==> config.mk <==
export PLATFORM = sky130hd
export DESIGN_NAME = scs_sequencer
export DESIGN_NICKNAME = d
export VERILOG_FILES = /design/src/pkg/scs_pkg.sv /design/src/rtl/scs_prescaler.sv /design/src/rtl/scs_sequencer.sv
export VERILOG_INCLUDE_DIRS = /design/src /design/src/pkg
export SDC_FILE = /design/constraint.sdc
export NUM_CORES = 1
export LEC_CHECK = 0
export ABC_CLOCK_PERIOD_IN_PS = 1650
export BUFFER_PORTS_ARGS = -buffer_cell sky130_fd_sc_hd__buf_2
export CORE_MARGIN = 5
export CORE_UTILIZATION = 47
export CTS_CLUSTER_DIAMETER = 120
export DETAILED_ROUTE_END_ITERATION = 10
export PLACE_DENSITY_LB_ADDON = 0.15
export SYNTH_ARGS = -nofsm -noshare
export SYNTH_HDL_FRONTEND = slang
export SYNTH_HIERARCHICAL = 1
export SYNTH_SLANG_ARGS = --single-unit
==> constraint.sdc <==
create_clock -name clk -period 1.65 [get_ports clk]
set_input_delay 0.2475 -clock clk [delete_from_list [all_inputs] [get_ports clk]]
set_output_delay 0.2475 -clock clk [all_outputs]
set_load 0.005 [all_outputs]
==> src/pkg/scs_defs.svh <==
// Offsets, field positions, reset values and timing counts of the converter sequencer.
`ifndef SCS_DEFS_SVH
`define SCS_DEFS_SVH

`define SCS_OFF_CTRL      8'h00
`define SCS_OFF_MUX       8'h04
`define SCS_OFF_RES_LO    8'h08
`define SCS_OFF_RES_HI    8'h0C
`define SCS_OFF_SFR       8'h10

`define SCS_CTRL_EN       7
`define SCS_CTRL_START    6
`define SCS_CTRL_AUTO     5
`define SCS_CTRL_FLAG     4
`define SCS_MUX_REF_HI    7
`define SCS_MUX_REF_LO    6
`define SCS_MUX_LADJ      5
`define SCS_MUX_CHAN_HI   4
`define SCS_SFR_TRIG_HI   7
`define SCS_SFR_TRIG_LO   5

`define SCS_RST_BYTE      8'h00
`define SCS_RST_RESULT    10'h000

`define SCS_NORMAL_CYCLES 5'h0D
`define SCS_FIRST_CYCLES  5'h19
`define SCS_PRESCALE_DIV  7'h08

`define SCS_FREE_RUN_CODE 3'h0
`define SCS_SE_LAST       5'h07
`define SCS_G10_FIRST     5'h08
`define SCS_G10_LAST      5'h0B
`define SCS_G200_FIRST    5'h0C
`define SCS_G200_LAST     5'h0F
`define SCS_BANDGAP_CODE  5'h1E
`define SCS_GROUND_CODE   5'h1F

`endif

==> src/pkg/scs_pkg.sv <==
// Types shared by the converter sequencer files.
package scs_pkg;

	typedef enum logic [1:0] {
		SCS_GAIN_1X   = 2'h0,
		SCS_GAIN_10X  = 2'h1,
		SCS_GAIN_200X = 2'h2
	} scs_gain_t;

	typedef struct packed {
		logic [1:0] reference;
		logic [4:0] channel;
	} scs_mux_t;

	typedef struct packed {
		logic      single_ended;
		scs_gain_t gain;
	} scs_path_t;

	typedef enum logic [2:0] {
		SCS_IDLE = 3'h1,
		SCS_WAIT = 3'h2,
		SCS_CONV = 3'h4
	} scs_state_t;

endpackage : scs_pkg

==> src/rtl/scs_prescaler.sv <==
// Converter clock prescaler producing a one-cycle tick per converter clock.
`include "scs_defs.svh"

module scs_prescaler (
	// Clock and reset
	input  wire logic clk,
	input  wire logic resetn,
	// Control
	input  wire logic clear,
	// Converter clock tick
	output logic      tick
);
	import scs_pkg::*;

	logic [6:0] cnt_q;

	always_ff @(posedge clk) begin
		if (!resetn || clear) begin
			cnt_q <= 7'h00;
		end else if (cnt_q == `SCS_PRESCALE_DIV - 7'h01) begin
			cnt_q <= 7'h00;
		end else begin
			cnt_q <= cnt_q + 7'h01;
		end
	end

	always_ff @(posedge clk) begin
		if (!resetn || clear) begin
			tick <= 1'b0;
		end else begin
			tick <= (cnt_q == `SCS_PRESCALE_DIV - 7'h01);
		end
	end

endmodule : scs_prescaler

==> src/rtl/scs_sequencer.sv <==
// Conversion sequencer with APB register file around a 10-bit successive-approximation converter.
`include "scs_defs.svh"

module scs_sequencer #(
	parameter logic [2:0] FREE_RUN_CODE = `SCS_FREE_RUN_CODE
) (
	// Clock and reset
	input  wire logic              clk,
	input  wire logic              resetn,
	// APB slave
	input  wire logic              psel,
	input  wire logic              penable,
	input  wire logic              pwrite,
	input  wire logic [7:0]        paddr,
	input  wire logic [31:0]       pwdata,
	output logic                   pready,
	output logic [31:0]            prdata,
	output logic                   pslverr,
	// Trigger sources, indexed by trigger_source_select
	input  wire logic [7:0]        trigger_sources,
	// Analog front end
	input  wire logic [9:0]        sar_code,
	output logic                   analog_enable,
	output scs_pkg::scs_mux_t      analog_select,
	output scs_pkg::scs_path_t     analog_path,
	output logic                   conversion_done
);
	import scs_pkg::*;

	////////////////////////////////////////////////////////////////////////////////
	// Registers and state.

	logic       converter_enable_q;
	logic       start_conversion_q;
	logic       auto_trigger_enable_q;
	logic       conversion_complete_flag_q;
	logic       left_adjust_result_q;
	scs_mux_t   input_select_q;
	logic [2:0] trigger_source_select_q;
	logic [9:0] result_q;
	logic       lock_q;
	logic       first_q;
	logic       trig_prev_q;
	logic [4:0] tick_cnt_q;
	logic [9:0] code_meta_q;
	logic [9:0] code_sync_q;
	scs_state_t state_q;

	logic       tick;
	logic       acc_done;
	logic       wr_en;
	logic       rd_en;
	logic       sw_start;
	logic       trig_lvl;
	logic       trig_edge;
	logic       free_run;
	logic       complete;
	logic [4:0] conv_len;
	logic [7:0] res_hi;
	logic [7:0] res_lo;
	logic [7:0] rd_byte;
	logic       mapped;

	////////////////////////////////////////////////////////////////////////////////
	// APB decode; one wait state so that read data comes from a flip-flop.

	assign acc_done = psel && penable && pready;
	assign wr_en    = acc_done && pwrite;
	assign rd_en    = acc_done && !pwrite;

	always_comb begin
		mapped  = 1'b1;
		rd_byte = 8'h00;
		unique case (paddr)
			`SCS_OFF_CTRL: rd_byte = {converter_enable_q, start_conversion_q, auto_trigger_enable_q,
			                          conversion_complete_flag_q, 4'h0};
			`SCS_OFF_MUX: rd_byte = {input_select_q.reference, left_adjust_result_q, input_select_q.channel};
			`SCS_OFF_RES_LO: rd_byte = res_lo;
			`SCS_OFF_RES_HI: rd_byte = res_hi;
			`SCS_OFF_SFR: rd_byte = {trigger_source_select_q, 5'h00};
			default: mapped = 1'b0;
		endcase
	end

	always_ff @(posedge clk) begin
		if (!resetn) begin
			pready  <= 1'b0;
			prdata  <= 32'h0000_0000;
			pslverr <= 1'b0;
		end else if (psel && penable && !pready) begin
			pready  <= 1'b1;
			prdata  <= {24'h00_0000, rd_byte};
			pslverr <= !mapped;
		end else begin
			pready  <= 1'b0;
			pslverr <= 1'b0;
		end
	end

	////////////////////////////////////////////////////////////////////////////////
	// Control bits written by software.

	always_ff @(posedge clk) begin
		if (!resetn) begin
			converter_enable_q      <= 1'b0;
			auto_trigger_enable_q   <= 1'b0;
			left_adjust_result_q    <= 1'b0;
			input_select_q          <= scs_mux_t'(7'h00);
			trigger_source_select_q <= 3'h0;
		end else if (wr_en && paddr == `SCS_OFF_CTRL) begin
			converter_enable_q    <= pwdata[`SCS_CTRL_EN];
			auto_trigger_enable_q <= pwdata[`SCS_CTRL_AUTO];
		end else if (wr_en && paddr == `SCS_OFF_MUX) begin
			input_select_q       <= {pwdata[`SCS_MUX_REF_HI:`SCS_MUX_REF_LO], pwdata[`SCS_MUX_CHAN_HI:0]};
			left_adjust_result_q <= pwdata[`SCS_MUX_LADJ];
		end else if (wr_en && paddr == `SCS_OFF_SFR) begin
			trigger_source_select_q <= pwdata[`SCS_SFR_TRIG_HI:`SCS_SFR_TRIG_LO];
		end
	end

	// A start written while disabled is dropped, since no converter clock runs.
	assign sw_start = wr_en && paddr == `SCS_OFF_CTRL && pwdata[`SCS_CTRL_START]
	                  && pwdata[`SCS_CTRL_EN] && converter_enable_q;

	////////////////////////////////////////////////////////////////////////////////
	// Trigger selection and edge detection; sources are on this clock.

	assign trig_lvl  = trigger_sources[trigger_source_select_q];
	assign free_run  = auto_trigger_enable_q && trigger_source_select_q == FREE_RUN_CODE;
	// A flag source left set gives no new edge until it is cleared and set again.
	assign trig_edge = auto_trigger_enable_q && !free_run && converter_enable_q
	                   && trig_lvl && !trig_prev_q && state_q != SCS_CONV;

	always_ff @(posedge clk) begin
		if (!resetn) begin
			trig_prev_q <= 1'b0;
		end else begin
			trig_prev_q <= trig_lvl;
		end
	end

	////////////////////////////////////////////////////////////////////////////////
	// Prescaler, held while disabled and restarted by a trigger edge.

	scs_prescaler u_prescaler (
		.clk    (clk),
		.resetn (resetn),
		.clear  (!converter_enable_q || trig_edge),
		.tick   (tick)
	);

	////////////////////////////////////////////////////////////////////////////////
	// Conversion sequencing.

	assign conv_len = first_q ? `SCS_FIRST_CYCLES : `SCS_NORMAL_CYCLES;
	assign complete = state_q == SCS_CONV && tick && tick_cnt_q == conv_len - 5'h01;

	always_ff @(posedge clk) begin
		if (!resetn || !converter_enable_q) begin
			state_q    <= SCS_IDLE;
			tick_cnt_q <= 5'h00;
		end else begin
			unique case (state_q)
				SCS_IDLE: begin
					if (trig_edge) begin
						state_q    <= SCS_CONV;
						tick_cnt_q <= 5'h00;
					end else if (sw_start) begin
						state_q <= SCS_WAIT;
					end
				end
				SCS_WAIT: begin
					if (tick || trig_edge) begin
						state_q    <= SCS_CONV;
						tick_cnt_q <= 5'h00;
					end
				end
				SCS_CONV: begin
					if (complete) begin
						state_q    <= free_run ? SCS_CONV : SCS_IDLE;
						tick_cnt_q <= 5'h00;
					end else if (tick) begin
						tick_cnt_q <= tick_cnt_q + 5'h01;
					end
				end
				default: begin
					state_q    <= SCS_IDLE;
					tick_cnt_q <= 5'h00;
				end
			endcase
		end
	end

	// The extended first conversion follows every enable.
	always_ff @(posedge clk) begin
		if (!resetn || !converter_enable_q) begin
			first_q <= 1'b1;
		end else if (complete) begin
			first_q <= 1'b0;
		end
	end

	always_ff @(posedge clk) begin
		if (!resetn || !converter_enable_q) begin
			start_conversion_q <= 1'b0;
		// A start written mid-conversion must not keep the bit up once that conversion ends.
		end else if ((sw_start && state_q != SCS_CONV) || trig_edge) begin
			start_conversion_q <= 1'b1;
		end else if (complete && !free_run) begin
			start_conversion_q <= 1'b0;
		end
	end

	// Setting by hardware wins over a software clear in the same cycle.
	always_ff @(posedge clk) begin
		if (!resetn) begin
			conversion_complete_flag_q <= 1'b0;
		end else if (complete) begin
			conversion_complete_flag_q <= 1'b1;
		end else if (wr_en && paddr == `SCS_OFF_CTRL && pwdata[`SCS_CTRL_FLAG]) begin
			conversion_complete_flag_q <= 1'b0;
		end
	end

	always_ff @(posedge clk) begin
		if (!resetn) begin
			conversion_done <= 1'b0;
		end else begin
			conversion_done <= complete;
		end
	end

	////////////////////////////////////////////////////////////////////////////////
	// Analog selection, frozen while converting so the sample stays on one channel.
	// It reopens at completion, so that free running picks up a new choice for its next conversion.

	always_ff @(posedge clk) begin
		if (!resetn) begin
			analog_enable <= 1'b0;
			analog_select <= scs_mux_t'(7'h00);
			analog_path   <= scs_path_t'(3'h4);
		end else begin
			analog_enable <= converter_enable_q;
			if (converter_enable_q && (state_q != SCS_CONV || complete)) begin
				analog_select <= input_select_q;
				analog_path   <= path_of(input_select_q.channel);
			end
		end
	end

	function automatic scs_path_t path_of(input logic [4:0] ch);
		scs_path_t p;
		p.single_ended = ch <= `SCS_SE_LAST || ch == `SCS_BANDGAP_CODE || ch == `SCS_GROUND_CODE;
		if (ch >= `SCS_G10_FIRST && ch <= `SCS_G10_LAST) begin
			p.gain = SCS_GAIN_10X;
		end else if (ch >= `SCS_G200_FIRST && ch <= `SCS_G200_LAST) begin
			p.gain = SCS_GAIN_200X;
		end else begin
			p.gain = SCS_GAIN_1X;
		end
		return p;
	endfunction : path_of

	////////////////////////////////////////////////////////////////////////////////
	// Result capture with read lock.

	always_ff @(posedge clk) begin
		if (!resetn) begin
			code_meta_q <= `SCS_RST_RESULT;
			code_sync_q <= `SCS_RST_RESULT;
		end else begin
			code_meta_q <= sar_code;
			code_sync_q <= code_meta_q;
		end
	end

	always_ff @(posedge clk) begin
		if (!resetn) begin
			result_q <= `SCS_RST_RESULT;
		end else if (complete && !lock_q) begin
			result_q <= code_sync_q;
		end
	end

	// Software must read low then high for a coherent pair; a lone high read is fine left-aligned.
	always_ff @(posedge clk) begin
		if (!resetn) begin
			lock_q <= 1'b0;
		end else if (rd_en && paddr == `SCS_OFF_RES_LO) begin
			lock_q <= 1'b1;
		end else if (rd_en && paddr == `SCS_OFF_RES_HI) begin
			lock_q <= 1'b0;
		end
	end

	// Alignment is applied on read, so toggling it reformats the held result.
	assign res_hi = left_adjust_result_q ? result_q[9:2] : {6'h00, result_q[9:8]};
	assign res_lo = left_adjust_result_q ? {result_q[1:0], 6'h00} : result_q[7:0];
endmodule : scs_sequencer

Word-level counts from Yosys, hierarchy flattened

Cells that the tools add are included.

Register bits after elaboration: 86
Input port bits: 63
Output and inout port bits: 46

Add/sub/neg operators: 3
Order comparisons: 6
Equal/unequal tests: 17
Mux-type cells: 27
Bitwise operators: 2
Reduce and logical (&&, ||, !) cells: 56

Operators by type and width:

| kind                  | count |
|---|---|
| $pmux W8 S5           | 1 |
| $logic_and A1 B1 Y1   | 28 |
| $mux W5               | 5 |
| $eq A8 B4 Y1 const B  | 2 |
| $mux W8               | 2 |
| $mux W3               | 5 |
| $pmux W5 S3           | 1 |
| $eq A5 B5 Y1 const B  | 2 |
| $ge A5 B4 Y1 const B  | 2 |
| $le A5 B4 Y1 const B  | 2 |
| $mux W1               | 9 |
| $pmux W3 S3           | 1 |
| $reduce_and A3 Y1     | 3 |
| $eq A8 B3 Y1 const B  | 1 |
| $eq A8 B5 Y1 const B  | 1 |
| $logic_not A1 Y1      | 8 |
| $logic_not A8 Y1      | 1 |
| $logic_or A1 B1 Y1    | 8 |
| $add A7 B1 Y7 const B | 1 |
| $eq A7 B3 Y1 const B  | 1 |
| $ne A2 B2 Y1 const B  | 3 |
| $ne A3 B3 Y1 const B  | 2 |
| $reduce_bool A2 Y1    | 3 |
| $add A5 B1 Y5 const B | 1 |
| 15 further kinds      | 18 |

Longest topological paths before layout

Gate-level depths: netlist (run 1).

Depth in word-level cells: 11
Mapped depth: 8
Depth with buffers taken out: 7

Modules after synthesis

Netlist (run 1), hierarchy kept.

Modules (own cells, without submodules):

| module        | times used | cells an instance | area an instance (um^2) |
|---|---|---|---|
| scs_sequencer | 1          | 368               | 3,468.3 |
| scs_prescaler | 1          | 34                | 316.6 |

Worst setup path before layout (run 1)

OpenSTA, ideal clock, no wires.

Path type: register to register
Start: reg trigger_source_select_q[0]
End: reg u_prescaler.cnt_q[3]
Library setup time: 0.064 ns
Arrival: 1.702 ns
Required time: 1.586 ns
Slack: -0.116 ns
Cell stages (with the launch flop): 9
Buffers on the path: 1
Cells stage by stage: dfxtp_1 buf_2 mux2_2 a2bb2oi_1 nand3_1 nand2_1 nand2b_1 a31o_1 nor2_1

Word-level cells in the longest chain between the ends: 11
Elaborated cells on any way between the ends: 13

RTL lines:

| item                                                | RTL line             | source |
|---|---|---|
| start, declared                                     | scs_sequencer.sv:39  | `logic [2:0] trigger_source_select_q;` |
| start signal, assigned                              | scs_sequencer.sv:117 | `` trigger_source_select_q <= pwdata[`SCS_SFR_TRIG_HI:`SCS_SFR_TRIG_LO]; `` |
| branches (longest 5 deep; another with $bmux W1 S3) | --                   |  |
| $logic_and A1 B1 Y1 * (3 in a row)                  | scs_sequencer.sv:132 | `&& trig_lvl && !trig_prev_q && state_q != SCS_CONV;` |
| $logic_or A1 B1 Y1 *                                | scs_sequencer.sv:148 | `.clear (!converter_enable_q \|\| trig_edge),` |
| $logic_or A1 B1 Y1 *                                | scs_prescaler.sv:18  | `if (!resetn \|\| clear) begin` |
| $reduce_or A2 Y1 (no line) *                        | --                   |  |
| end signal, assigned                                | scs_prescaler.sv:23  | `cnt_q <= cnt_q + 7'h01;` |
| end, declared                                       | scs_prescaler.sv:15  | `logic [6:0] cnt_q;` |

Every way passes the cells marked *. The select of a mux whose other input is x is not followed.
A chain may end at the register's enable or synchronous reset.

Final worst setup path (run 1)

Start: reg tick_cnt_q[0]
End: reg analog_path[1] (netlist bit)

Word-level cells in the longest chain between the ends: 4

RTL lines:

| item                   | RTL line             | source |
|---|---|---|
| start, declared        | scs_sequencer.sv:44  | `logic [4:0] tick_cnt_q;` |
| start signal, assigned | scs_sequencer.sv:183 | `tick_cnt_q <= tick_cnt_q + 5'h01;` |
| $eq A5 B5 Y1           | scs_sequencer.sv:156 | `assign complete = state_q == SCS_CONV && tick && tick_cnt_q == conv_len - 5'h01;` |
| $logic_and A1 B1 Y1    | scs_sequencer.sv:156 |  |
| $logic_or A1 B1 Y1     | scs_sequencer.sv:244 | `if (converter_enable_q && (state_q != SCS_CONV \|\| complete)) begin` |
| $logic_and A1 B1 Y1    | scs_sequencer.sv:244 |  |
| end signal, assigned   | scs_sequencer.sv:241 | `analog_path <= scs_path_t'(3'h4);` |
| end signal, assigned   | scs_sequencer.sv:246 | `analog_path <= path_of(input_select_q.channel);` |
| end, declared          | scs_sequencer.sv:25  | `output scs_pkg::scs_path_t analog_path,` |

No other way between the ends.

==> results of run 1 <==
## layout make-up
class	count	area share [%]
clock buffer	10	2.792
clock inverter	6	1.013
inverter	9	0.7391
multi-input combinational	292	41.86
sequential	86	37.89
tap	102	2.792
timing repair buffer	97	12.92
## sequential cells by signal, summed over array words and instances, names as in the netlist, 5 cells and up
| signal | cells |
|---|---|
| u_prescaler/cnt_q | 7 |
| prdata | 8 |
| tick_cnt_q | 5 |
| code_meta_q | 10 |
| code_sync_q | 10 |
| analog_select | 7 |
| result_q | 10 |
| input_select_q | 7 |
## cell families after synthesis
logic type | share of synthesized area (%)
xor gates and xnor gates | 0.6943
and+or+nand+nor | 22.51
adders and majority gates | 0.9918
DFF | 45.49
other | 0.09908
AOI/OAI and AO/OA | 11.34
muxes | 10.48
buffers and inverters | 8.397
## power breakdown
part	switching, mW	internal, mW	total, mW	leakage [nW]
clock	0.763	0.555	1.32	0.0829
sequential	0.00866	2.10	2.11	0.700
combinational	0.0979	0.0686	0.166	1.21
## path summary, 6_finish.rpt
path                        from             end  slack [ns]  cells after the start
setup / recovery   tick_cnt_q[0]  analog_path[1]        0.05                      7
hold / removal       sar_code[2]  code_meta_q[2]        0.09                      2
setup reg to reg   tick_cnt_q[0]  analog_path[1]        0.05                      7
hold reg to reg   code_meta_q[8]  code_sync_q[8]        0.44                      1
## layout by cell type (no fill, tap or decap), types with 2 or more instances in the layout
cell        netlist  layout
nand2_1          25      25
mux2_2            5       5
a2bb2oi_1         2       2
a22o_1            6       6
nor3_1            2       2
inv_1             8       6
a31oi_1           4       4
dfxtp_1          86      80
and2_1           25      25
nor3b_1           3       2
o211ai_1          3       3
conb_1            1      24
nor4_1            4       2
o21ai_0          18      18
mux2i_1          34      33
xor2_1            2       2
nand2b_1          4       3
nor2b_1           5       5
and3_1            4       3
or3_1             3       3
nand3_2           2       3
buf_4            24      36
ha_1              3       2
clkinvlp_4        0       2
o21bai_1          2       2
clkinv_4          0       2
nand4_1           4       4
buf_2             2      60
nor2_1           46      46
a22oi_1           5       4
nor4_2            0       2
nor3b_2           1       2
dfxtp_2           0       5
nand3_1          15      14
clkbuf_8          2       9
inv_2             0       2
a32oi_1           2       2
a21oi_1          14      13
## per-layer routing
metal  global-route usage [%]  vias to the layer above  wire length (um)
met5                        0                        -                 0
met4                    6.513                        0                88
met3                    3.717                        7               469
met2                    26.73                       69              3836
met1                    20.76                     1397              3668
li1                         -                     1539                 -
## through the flow
stage                     hold slack, ns  area, sq um
after floorplan                   0.3748         3886
after detailed placement          0.4200         4310
final                            0.09404         4571
after global routing             0.08397         4571
after global placement            0.4151         4310
after CTS                        0.07243         4524
## what timing repair did
| action | in CTS | in global routing |
|---|---|---|
| buffers inserted | 2 | 0 |
| resized for setup | 11 | 12 |
| pin swaps | 6 | 2 |
| endpoints found under the setup margin | 12 | 36 |
| cloned | 0 | 0 |
==> flow_metrics.tcl, run 1 <==
set metrics [dict create \
    overflow 0 \
    setup_viol 0 \
    finalNonFillerCells 602 \
    cp.required_ns 1.95 \
    place.gp.congestion 0.7723 \
    placed_cells 585 \
    synth_warnings 6 \
    cp-end-kind "flop" \
    dp_hpwl_um 6093 \
    io_buffers 60 \
    initial_utilization_pct 48.73 \
    fin_nets 561 \
    crit_buf_inv 1 \
    track_usage_pct 16.32 \
    status "finished clean" \
    antenna_found_initial 0 \
    ctsRootBufferMaster "clkbuf_8" \
    cts_hold_buf 0 \
    die_y_um 99.74 \
    syn-mean-instance-area_sq_um 9.415 \
    cp.arrival_ns 1.90 \
    antennaDiodeCount 0 \
    grt_pass1_wl_um 13120 \
    dp_worst_setup_slack_ns -0.2028 \
    path_class "flop to flop" \
    power_mw 3.593 \
    finClkSkew_ns 0.01409 \
    design.die.area_sq_um 9948 \
    syn_area_sq_um 3785 \
    period_share_pct 97.07 \
    synth_top_area_share_pct 45.49 \
    vdd_drop_max_v 0.0004380 \
    grt_pass1_vias 2849 \
    leakage_nw 1.998 \
    viasPerCell 5.003 \
    seq_area_sq_um 1732 \
    async_flop_share_pct 0 \
    yosys.area.top_type "dfxtp_1" \
    syn_inst 402 \
    fillers 699 \
    cts_max_level 3 \
    path_delay_family "simple AND/OR/NAND/NOR gates" \
    route.detailed.wl_per_inst_um 13.39 \
    wl_um 8062 \
    cp_max_fo 5 \
    holdCritPathClass "input pin to flop" \
    ys_top_cells_by_count "dfxtp_1 (86), nor2_1 (46), mux2i_1 (34), and2_1 (25), nand2_1 (25)" \
    synth_area_leaders "dfxtp_1 (45%), mux2i_1 (9.0%), buf_4 (4.8%)" \
    clock-sinks 86 \
    clk_latency_ns 0.36 \
    fin_util_pct 58.84 \
    yosysMostFrequentCell "dfxtp_1" \
    ys_seq_area_share_pct 45.49 \
    drt_pass1_iterations 4 \
    drc 0 \
    drtIter0Drc 104 \
    routed-via-count 3012 \
    cts_buffer_depth 2 \
    slew_viol_final 0 \
    start_kind "flop" \
    postRouteAntennaNets 0 \
    placementRows 32 \
    multi_input_area_sq_um 1913 \
    max_freq_mhz 624.4 \
    grt_max_degree 35 \
    cp_slowest_cell "or4bb_1" \
    rsz0062_at_grt "true" \
    core-area_sq_um 7767 \
    layout_setup_ws_ns 0.04836 \
    numCtsBuffers 9 \
    layout_min_cycle_time_ns 1.602 \
    ios 109 \
    crit_path_max_incr_delay_ns 0.49 \
    crit_chain "inv_2, ha_4, and3_4, o21a_4, o21ai_4, or4bb_1, a21oi_2" \
    synth_flop_cell "dfxtp_1" \
    cts_tree "built" \
    ys_ff_latch 86 \
    clk_pin_slew_ns 0.09 \
    synth_edf_count 0 \
    ys_types 60 \
    fin_tns_setup_ns 0 \
    final_hold_viol_count 0 \
    maxCapViolCount 0 \
    powerDensity_nw_per_um2 786.2 \
    drive_gt1_share_pct 29.40 \
    die_w_um 99.74 \
    synthToLayoutAreaGrowth_pct 20.76 \
]
Note: power is estimated with default switching activity, not from simulation.
==> inputs of run 2 (changes only) <==
--- a/config.mk
+++ b/config.mk
@@ -15,5 +15,4 @@
 export PLACE_DENSITY_LB_ADDON = 0.15
 export SYNTH_ARGS = -nofsm -noshare
 export SYNTH_HDL_FRONTEND = slang
-export SYNTH_HIERARCHICAL = 1
 export SYNTH_SLANG_ARGS = --single-unit
==> run 2 against run 1 <==
Effect of this change: combinational power grew 23%; highest routed layer unchanged; first-iteration DRC count grew 0.96%; the flow now finishes with violations (setup timing); critical path type unchanged; clock power grew 8%; synthesized cell count grew 3.0%; fmax shrank 9.8%.
==> flow_metrics.tcl, run 2 <==
set metrics [dict create \
    rsz0062_at_grt "true" \
    drtIter0Drc 105 \
    final_hold_viol_count 0 \
    crit_chain "or3b_4, a2111oi_4, bufbuf_16, mux2i_1, nor2_1" \
    dpl_cell_area_sq_um 4377 \
    top_regs "code_meta_q (10), code_sync_q (10), result_q (10)" \
    cp_max_fo 5 \
    final_common_cell "dfxtp_1" \
    ys_types 61 \
    powerDensity_nw_per_um2 772.4 \
    leakage_nw 2.011 \
    numCtsBuffers 9 \
    cp-end-kind "flop" \
    syn_area_sq_um 3800 \
    cts_buffer_depth 2 \
    cp_slowest_cell "or3b_4" \
    drc 0 \
    antenna_found_initial 0 \
    cp.required_ns 1.90 \
    layout_min_cycle_time_ns 1.775 \
    routed-via-count 3164 \
    slew_viol_final 0 \
    layout_setup_ws_ns -0.1248 \
    postRouteAntennaNets 0 \
    ys_ff_latch 86 \
    dp_hpwl_um 6528 \
    tightest_slew_ns 0.5315 \
    syn-mean-instance-area_sq_um 9.178 \
    setup_viol 26 \
    violations "setup timing" \
    syn_inst 414 \
    initial_utilization_pct 48.67 \
    synth_warnings 0 \
    cts_hold_buf 0 \
    fin_nets 575 \
    holdCritPathClass "input pin to flop" \
    period_share_pct 107.6 \
    synthToLayoutAreaGrowth_pct 27.43 \
    multi_input_area_sq_um 2049 \
    synth_top_area_share_pct 45.31 \
    place.gp.congestion 0.8676 \
    ys_top_cells_by_count "dfxtp_1 (86), nor2_1 (51), mux2i_1 (32), nand3_1 (32), buf_4 (25)" \
    hold-worst-slack_ns 0.09143 \
    finalInstanceArea_sq_um 4842 \
    ios 109 \
    status "finished with violations" \
    clk_pin_slew_ns 0.09 \
    seq_area_sq_um 1733 \
    fillers 681 \
    yosysMostFrequentCell "dfxtp_1" \
    timing.slew.headroom_pct 64.35 \
    cp.arrival_ns 2.03 \
    track_usage_pct 18.10 \
    grt_pass1_vias 3025 \
    drive_gt1_share_pct 34.63 \
    io_buffers 60 \
    synth_edf_count 0 \
    synth_flop_cell "dfxtp_1" \
    viasPerCell 5.136 \
    route.detailed.wl_per_inst_um 14.85 \
    async_flop_share_pct 0 \
    vdd_drop_max_v 0.0004891 \
    final_cell_mix "dfxtp_1 (79), buf_2 (60), nor2_1 (46)" \
    maxCapViolCount 0 \
    yosys.area.top_type "dfxtp_1" \
    grt_pass1_wl_um 14280 \
    core-area_sq_um 7807 \
    clock-sinks 86 \
    crit_path_max_incr_delay_ns 0.47 \
    design.die.area_sq_um 9983 \
    die_y_um 99.92 \
    finClkSkew_ns 0.01142 \
    drt_pass1_iterations 4 \
    ctsRootBufferMaster "clkbuf_8" \
    start_kind "flop" \
    cts_tree "built" \
    die_w_um 99.92 \
    path_class "flop to flop" \
    overflow 0 \
    wl_um 9147 \
    ys_seq_area_share_pct 45.31 \
    synth_area_leaders "dfxtp_1 (45%), mux2i_1 (8.4%), nor2_1 (5.0%)" \
    grt_max_degree 43 \
    cts_max_level 3 \
    clk_latency_ns 0.36 \
    placementRows 32 \
    max_freq_mhz 563.4 \
    antennaDiodeCount 0 \
]
run 2: cell count changes after synthesis, moves of 5 or more:
cell | previous run | this run
and2_1 | 25 | 20
clkbuf_1 | 8 | 14
nor2_1 | 46 | 51
mux2_2 | 5 | 0
nand2_1 | 25 | 19
nand3_1 | 15 | 32
o22ai_1 | 1 | 7
run 2: final timing paths:
path / from / endpoint / slack, ns / cells after the start
worst max-delay path: state_q[2] / result_q[8] / -0.12 / 5
worst min-delay path: sar_code[6] / code_meta_q[6] / 0.09 / 2
worst max register to register: state_q[2] / result_q[8] / -0.12 / 5
worst min register to register: code_meta_q[1] / code_sync_q[1] / 0.44 / 1
run 2: critical path: cells and delay by family, from the launching register on:
kind,cells,cell delay (ns)
AND/OR/NAND/NOR,2,0.52
multiplexers,1,0.17
flip-flops,1,0.36
buffers and inverters,1,0.33
AO/OA/AOI/OAI,1,0.28
run 2: cells by family (layout without fill, tap and decap cells):
family / Yosys count / count (layout) / synth area share, %
xor+xnor: 6 / 6 / 1.383
flops: 86 / 86 / 45.31
other cells: 1 / 24 / 0.09869
simple gates: 162 / 162 / 22.46
mux: 34 / 34 / 9.615
buf+inv: 60 / 135 / 9.252
compound gates: 62 / 64 / 10.90
fa+ha+maj: 3 / 3 / 0.9879
run 2: power breakdown:
group / switching, mW / leakage (nW) / internal, mW
sequential: 0.00799 / 0.701 / 2.10
clock: 0.814 / 0.0914 / 0.612
combinational: 0.113 / 1.22 / 0.0921
total: 0.935 / 2.01 / 2.80
run 2: cell type report:
type / instances / share of cell area (%)
clock buffer: 10 / 2.842
clock inverter: 6 / 1.085
inverter: 12 / 0.9302
multi-input combinational: 293 / 42.33
sequential: 86 / 35.79
tap: 102 / 2.636
timing repair buffer: 107 / 14.39
run 2: timing repair:
action | CTS | global route
pin swaps | 10 | 15
endpoints found under the setup margin | 31 | 39
gates resized for setup | 27 | 21
buffers inserted | 4 | 2
cloned | 1 | 2
run 2: through the flow:
step | setup TNS, ns | std cells | util (%) | total power [mW] | setup WS [ns]
floorplan | -2.951 | 437 | - | 2.299 | -0.3079
finish | -1.744 | 616 | 62.02 | 3.740 | -0.1248
CTS | -1.325 | 613 | 60.56 | 3.775 | -0.1436
global placement | -6.148 | 592 | 56.06 | 2.356 | -0.2838
detailed placement | -6.977 | 592 | 56.06 | 2.359 | -0.3029
global route | -3.428 | 616 | 62.02 | 3.904 | -0.2017
run 2: per-layer routing:
| metal | track usage, % | part of all wire, % |
|---|---|---|
| met1 | 21.39 | 43 |
| met4 | 7.773 | 1.7 |
| met5 | 0 | 0 |
| met3 | 4.031 | 5.3 |
| met2 | 31.45 | 50 |
==> inputs of run 3 (changes only) <==
--- a/config.mk
+++ b/config.mk
@@ -8,7 +8,6 @@
 export LEC_CHECK = 0
 export ABC_CLOCK_PERIOD_IN_PS = 1650
 export BUFFER_PORTS_ARGS = -buffer_cell sky130_fd_sc_hd__buf_2
-export CORE_MARGIN = 5
 export CORE_UTILIZATION = 47
 export CTS_CLUSTER_DIAMETER = 120
 export DETAILED_ROUTE_END_ITERATION = 10
==> run 3 against run 2 <==
Effect of this change: flip-flop and latch count unchanged; via count shrank 1.9%; largest cell class unchanged; count of clock-buffer cells in the layout is 1 lower; the flow still finishes with violations (setup timing); register-to-register slack better by 0.04 ns; combinational power about the same; design area shrank 1.2%; sequential power is essentially flat.
==> flow_metrics.tcl, run 3 (same netlist as run 2, synthesis figures left out) <==
set metrics [dict create \
    slew_viol_final 0 \
    crit_chain "mux4_2, mux2i_4, or4_4, nand2_8, o22ai_2" \
    top_regs "code_meta_q (10), code_sync_q (10), result_q (10)" \
    drt_pass1_iterations 4 \
    max_freq_mhz 576.7 \
    postRouteAntennaNets 0 \
    path_delay_family "simple AND/OR/NAND/NOR gates" \
    cp.required_ns 1.89 \
    drtIter0Drc 129 \
    final_hold_viol_count 0 \
    r2r_slack_ns -0.08 \
    ios 109 \
    rsz0062_at_grt "true" \
    routed-via-count 3105 \
    grt_pass1_vias 2912 \
    cp-startpoint "trigger_source_select_q[0]" \
    layout_min_cycle_time_ns 1.734 \
    layout_setup_ws_ns -0.08397 \
    route.detailed.wl_per_inst_um 13.85 \
    placementRows 32 \
    cts_hold_buf 0 \
    cts_tree "built" \
    cts_buffer_depth 2 \
    dp_worst_setup_slack_ns -0.3187 \
    fin_tns_setup_ns -1.199 \
    antennaDiodeCount 0 \
    io_buffers 60 \
    vdd_drop_max_v 0.0005760 \
    powerDensity_nw_per_um2 800.8 \
    initial_utilization_pct 48.92 \
    maxCapViolCount 0 \
    crit_path_max_incr_delay_ns 0.60 \
    numCtsBuffers 9 \
    drc 0 \
    cp_max_fo 8 \
    cp-end-kind "flop" \
    drive_gt1_share_pct 32.15 \
    die_w_um 91.92 \
    path_depth 5 \
    start_kind "flop" \
    fillers 681 \
    violations "setup timing" \
    die_y_um 91.92 \
    path_class "flop to flop" \
    ctsRootBufferMaster "clkbuf_8" \
    cp.arrival_ns 1.98 \
    dp_hpwl_um 6214 \
    setup_viol 23 \
    antenna_found_initial 0 \
    finClkSkew_ns 0.01263 \
    design.die.area_sq_um 8448 \
    holdCritPathClass "input pin to flop" \
    crit_end "tick_cnt_q[4]" \
    fin_util_pct 61.57 \
    track_usage_pct 20.81 \
    fin_nets 568 \
    cp_slowest_cell "or4_4" \
    place.gp.congestion 0.8010 \
    overflow 0 \
    final_common_cell "dfxtp_1" \
    synthToLayoutAreaGrowth_pct 25.85 \
    final_cell_mix "dfxtp_1 (80), buf_2 (60), nor2_1 (47)" \
    reg2reg_to "tick_cnt_q[4]" \
    clk_pin_slew_ns 0.09 \
    status "finished with violations" \
    leakage_nw 1.987 \
    viasPerCell 5.099 \
    hold-worst-slack_ns 0.09488 \
    clock-sinks 86 \
    core-area_sq_um 7767 \
    period_share_pct 105.1 \
    cts_max_level 3 \
    grt_pass1_wl_um 13840 \
    rr_worst_depth 5 \
    crit_buf_inv 0 \
    grt_max_degree 35 \
    wl_um 8433 \
    whs_path_depth 2 \
    clk_latency_ns 0.35 \
    rr_startpoint "trigger_source_select_q[0]" \
]
[run 3: cell types whose count changed in the layout (fill, tap and decap cells not counted), sizes merged]
cell	before	now
buf	106	101
clkinv	2	4
clkinvlp	2	0
o21ai	20	18
bufbuf	1	0
bufinv	0	1
[run 3: how the worst min path moves through the flow]
| stage | end | slack [ns] | startpoint |
|---|---|---|---|
| global route | code_meta_q[1] | 0.08 | sar_code[1] |
| floorplan | code_meta_q[0] | 0.37 | sar_code[0] |
| CTS | code_meta_q[6] | 0.08 | sar_code[6] |
| detailed placement | code_sync_q[6] | 0.42 | code_meta_q[6] |
| finish | code_meta_q[5] | 0.09 | sar_code[5] |
| global placement | code_sync_q[2] | 0.41 | code_meta_q[2] |
[run 3: metal layers]
layer / part of all wire (%) / track usage, %
met4: 0.66 / 7.682
met2: 53 / 36.69
met3: 3.1 / 3.234
met5: 0 / 0
met1: 43 / 25.47
[run 3: stage by stage]
step | power (mW) | cell area, sq um | cells
detailed placement | 2.358 | 4374 | 590
global route | 3.981 | 4782 | 609
finish | 3.830 | 4782 | 609
global placement | 2.354 | 4374 | 590
CTS | 3.873 | 4633 | 606
floorplan | 2.299 | 3965 | 437
[run 3: repair_timing]
item	4_1_cts	5_1_grt
endpoints found under the setup margin	32	39
gates resized for setup	11	31
cloned	0	1
setup buffers	0	2
pin swaps	6	9
[run 3: report_power, final]
part	switching [mW]	total [mW]	internal [mW]
Sequential	0.00748	2.11	2.10
Clock	0.795	1.52	0.724
Combinational	0.112	0.202	0.0908
Total	0.914	3.83	2.92
[run 3: cell type report]
type | instances | area (sq um) | share of cell area [%]
well taps | 102 | 127.6 | 2.669
multi-input cells | 291 | 2012 | 42.07
flip-flops and latches | 86 | 1732 | 36.21
repair buffers | 102 | 661.9 | 13.84
inverters | 12 | 45.04 | 0.9419
clock inverters | 7 | 80.08 | 1.675
clock buffers | 9 | 123.9 | 2.590
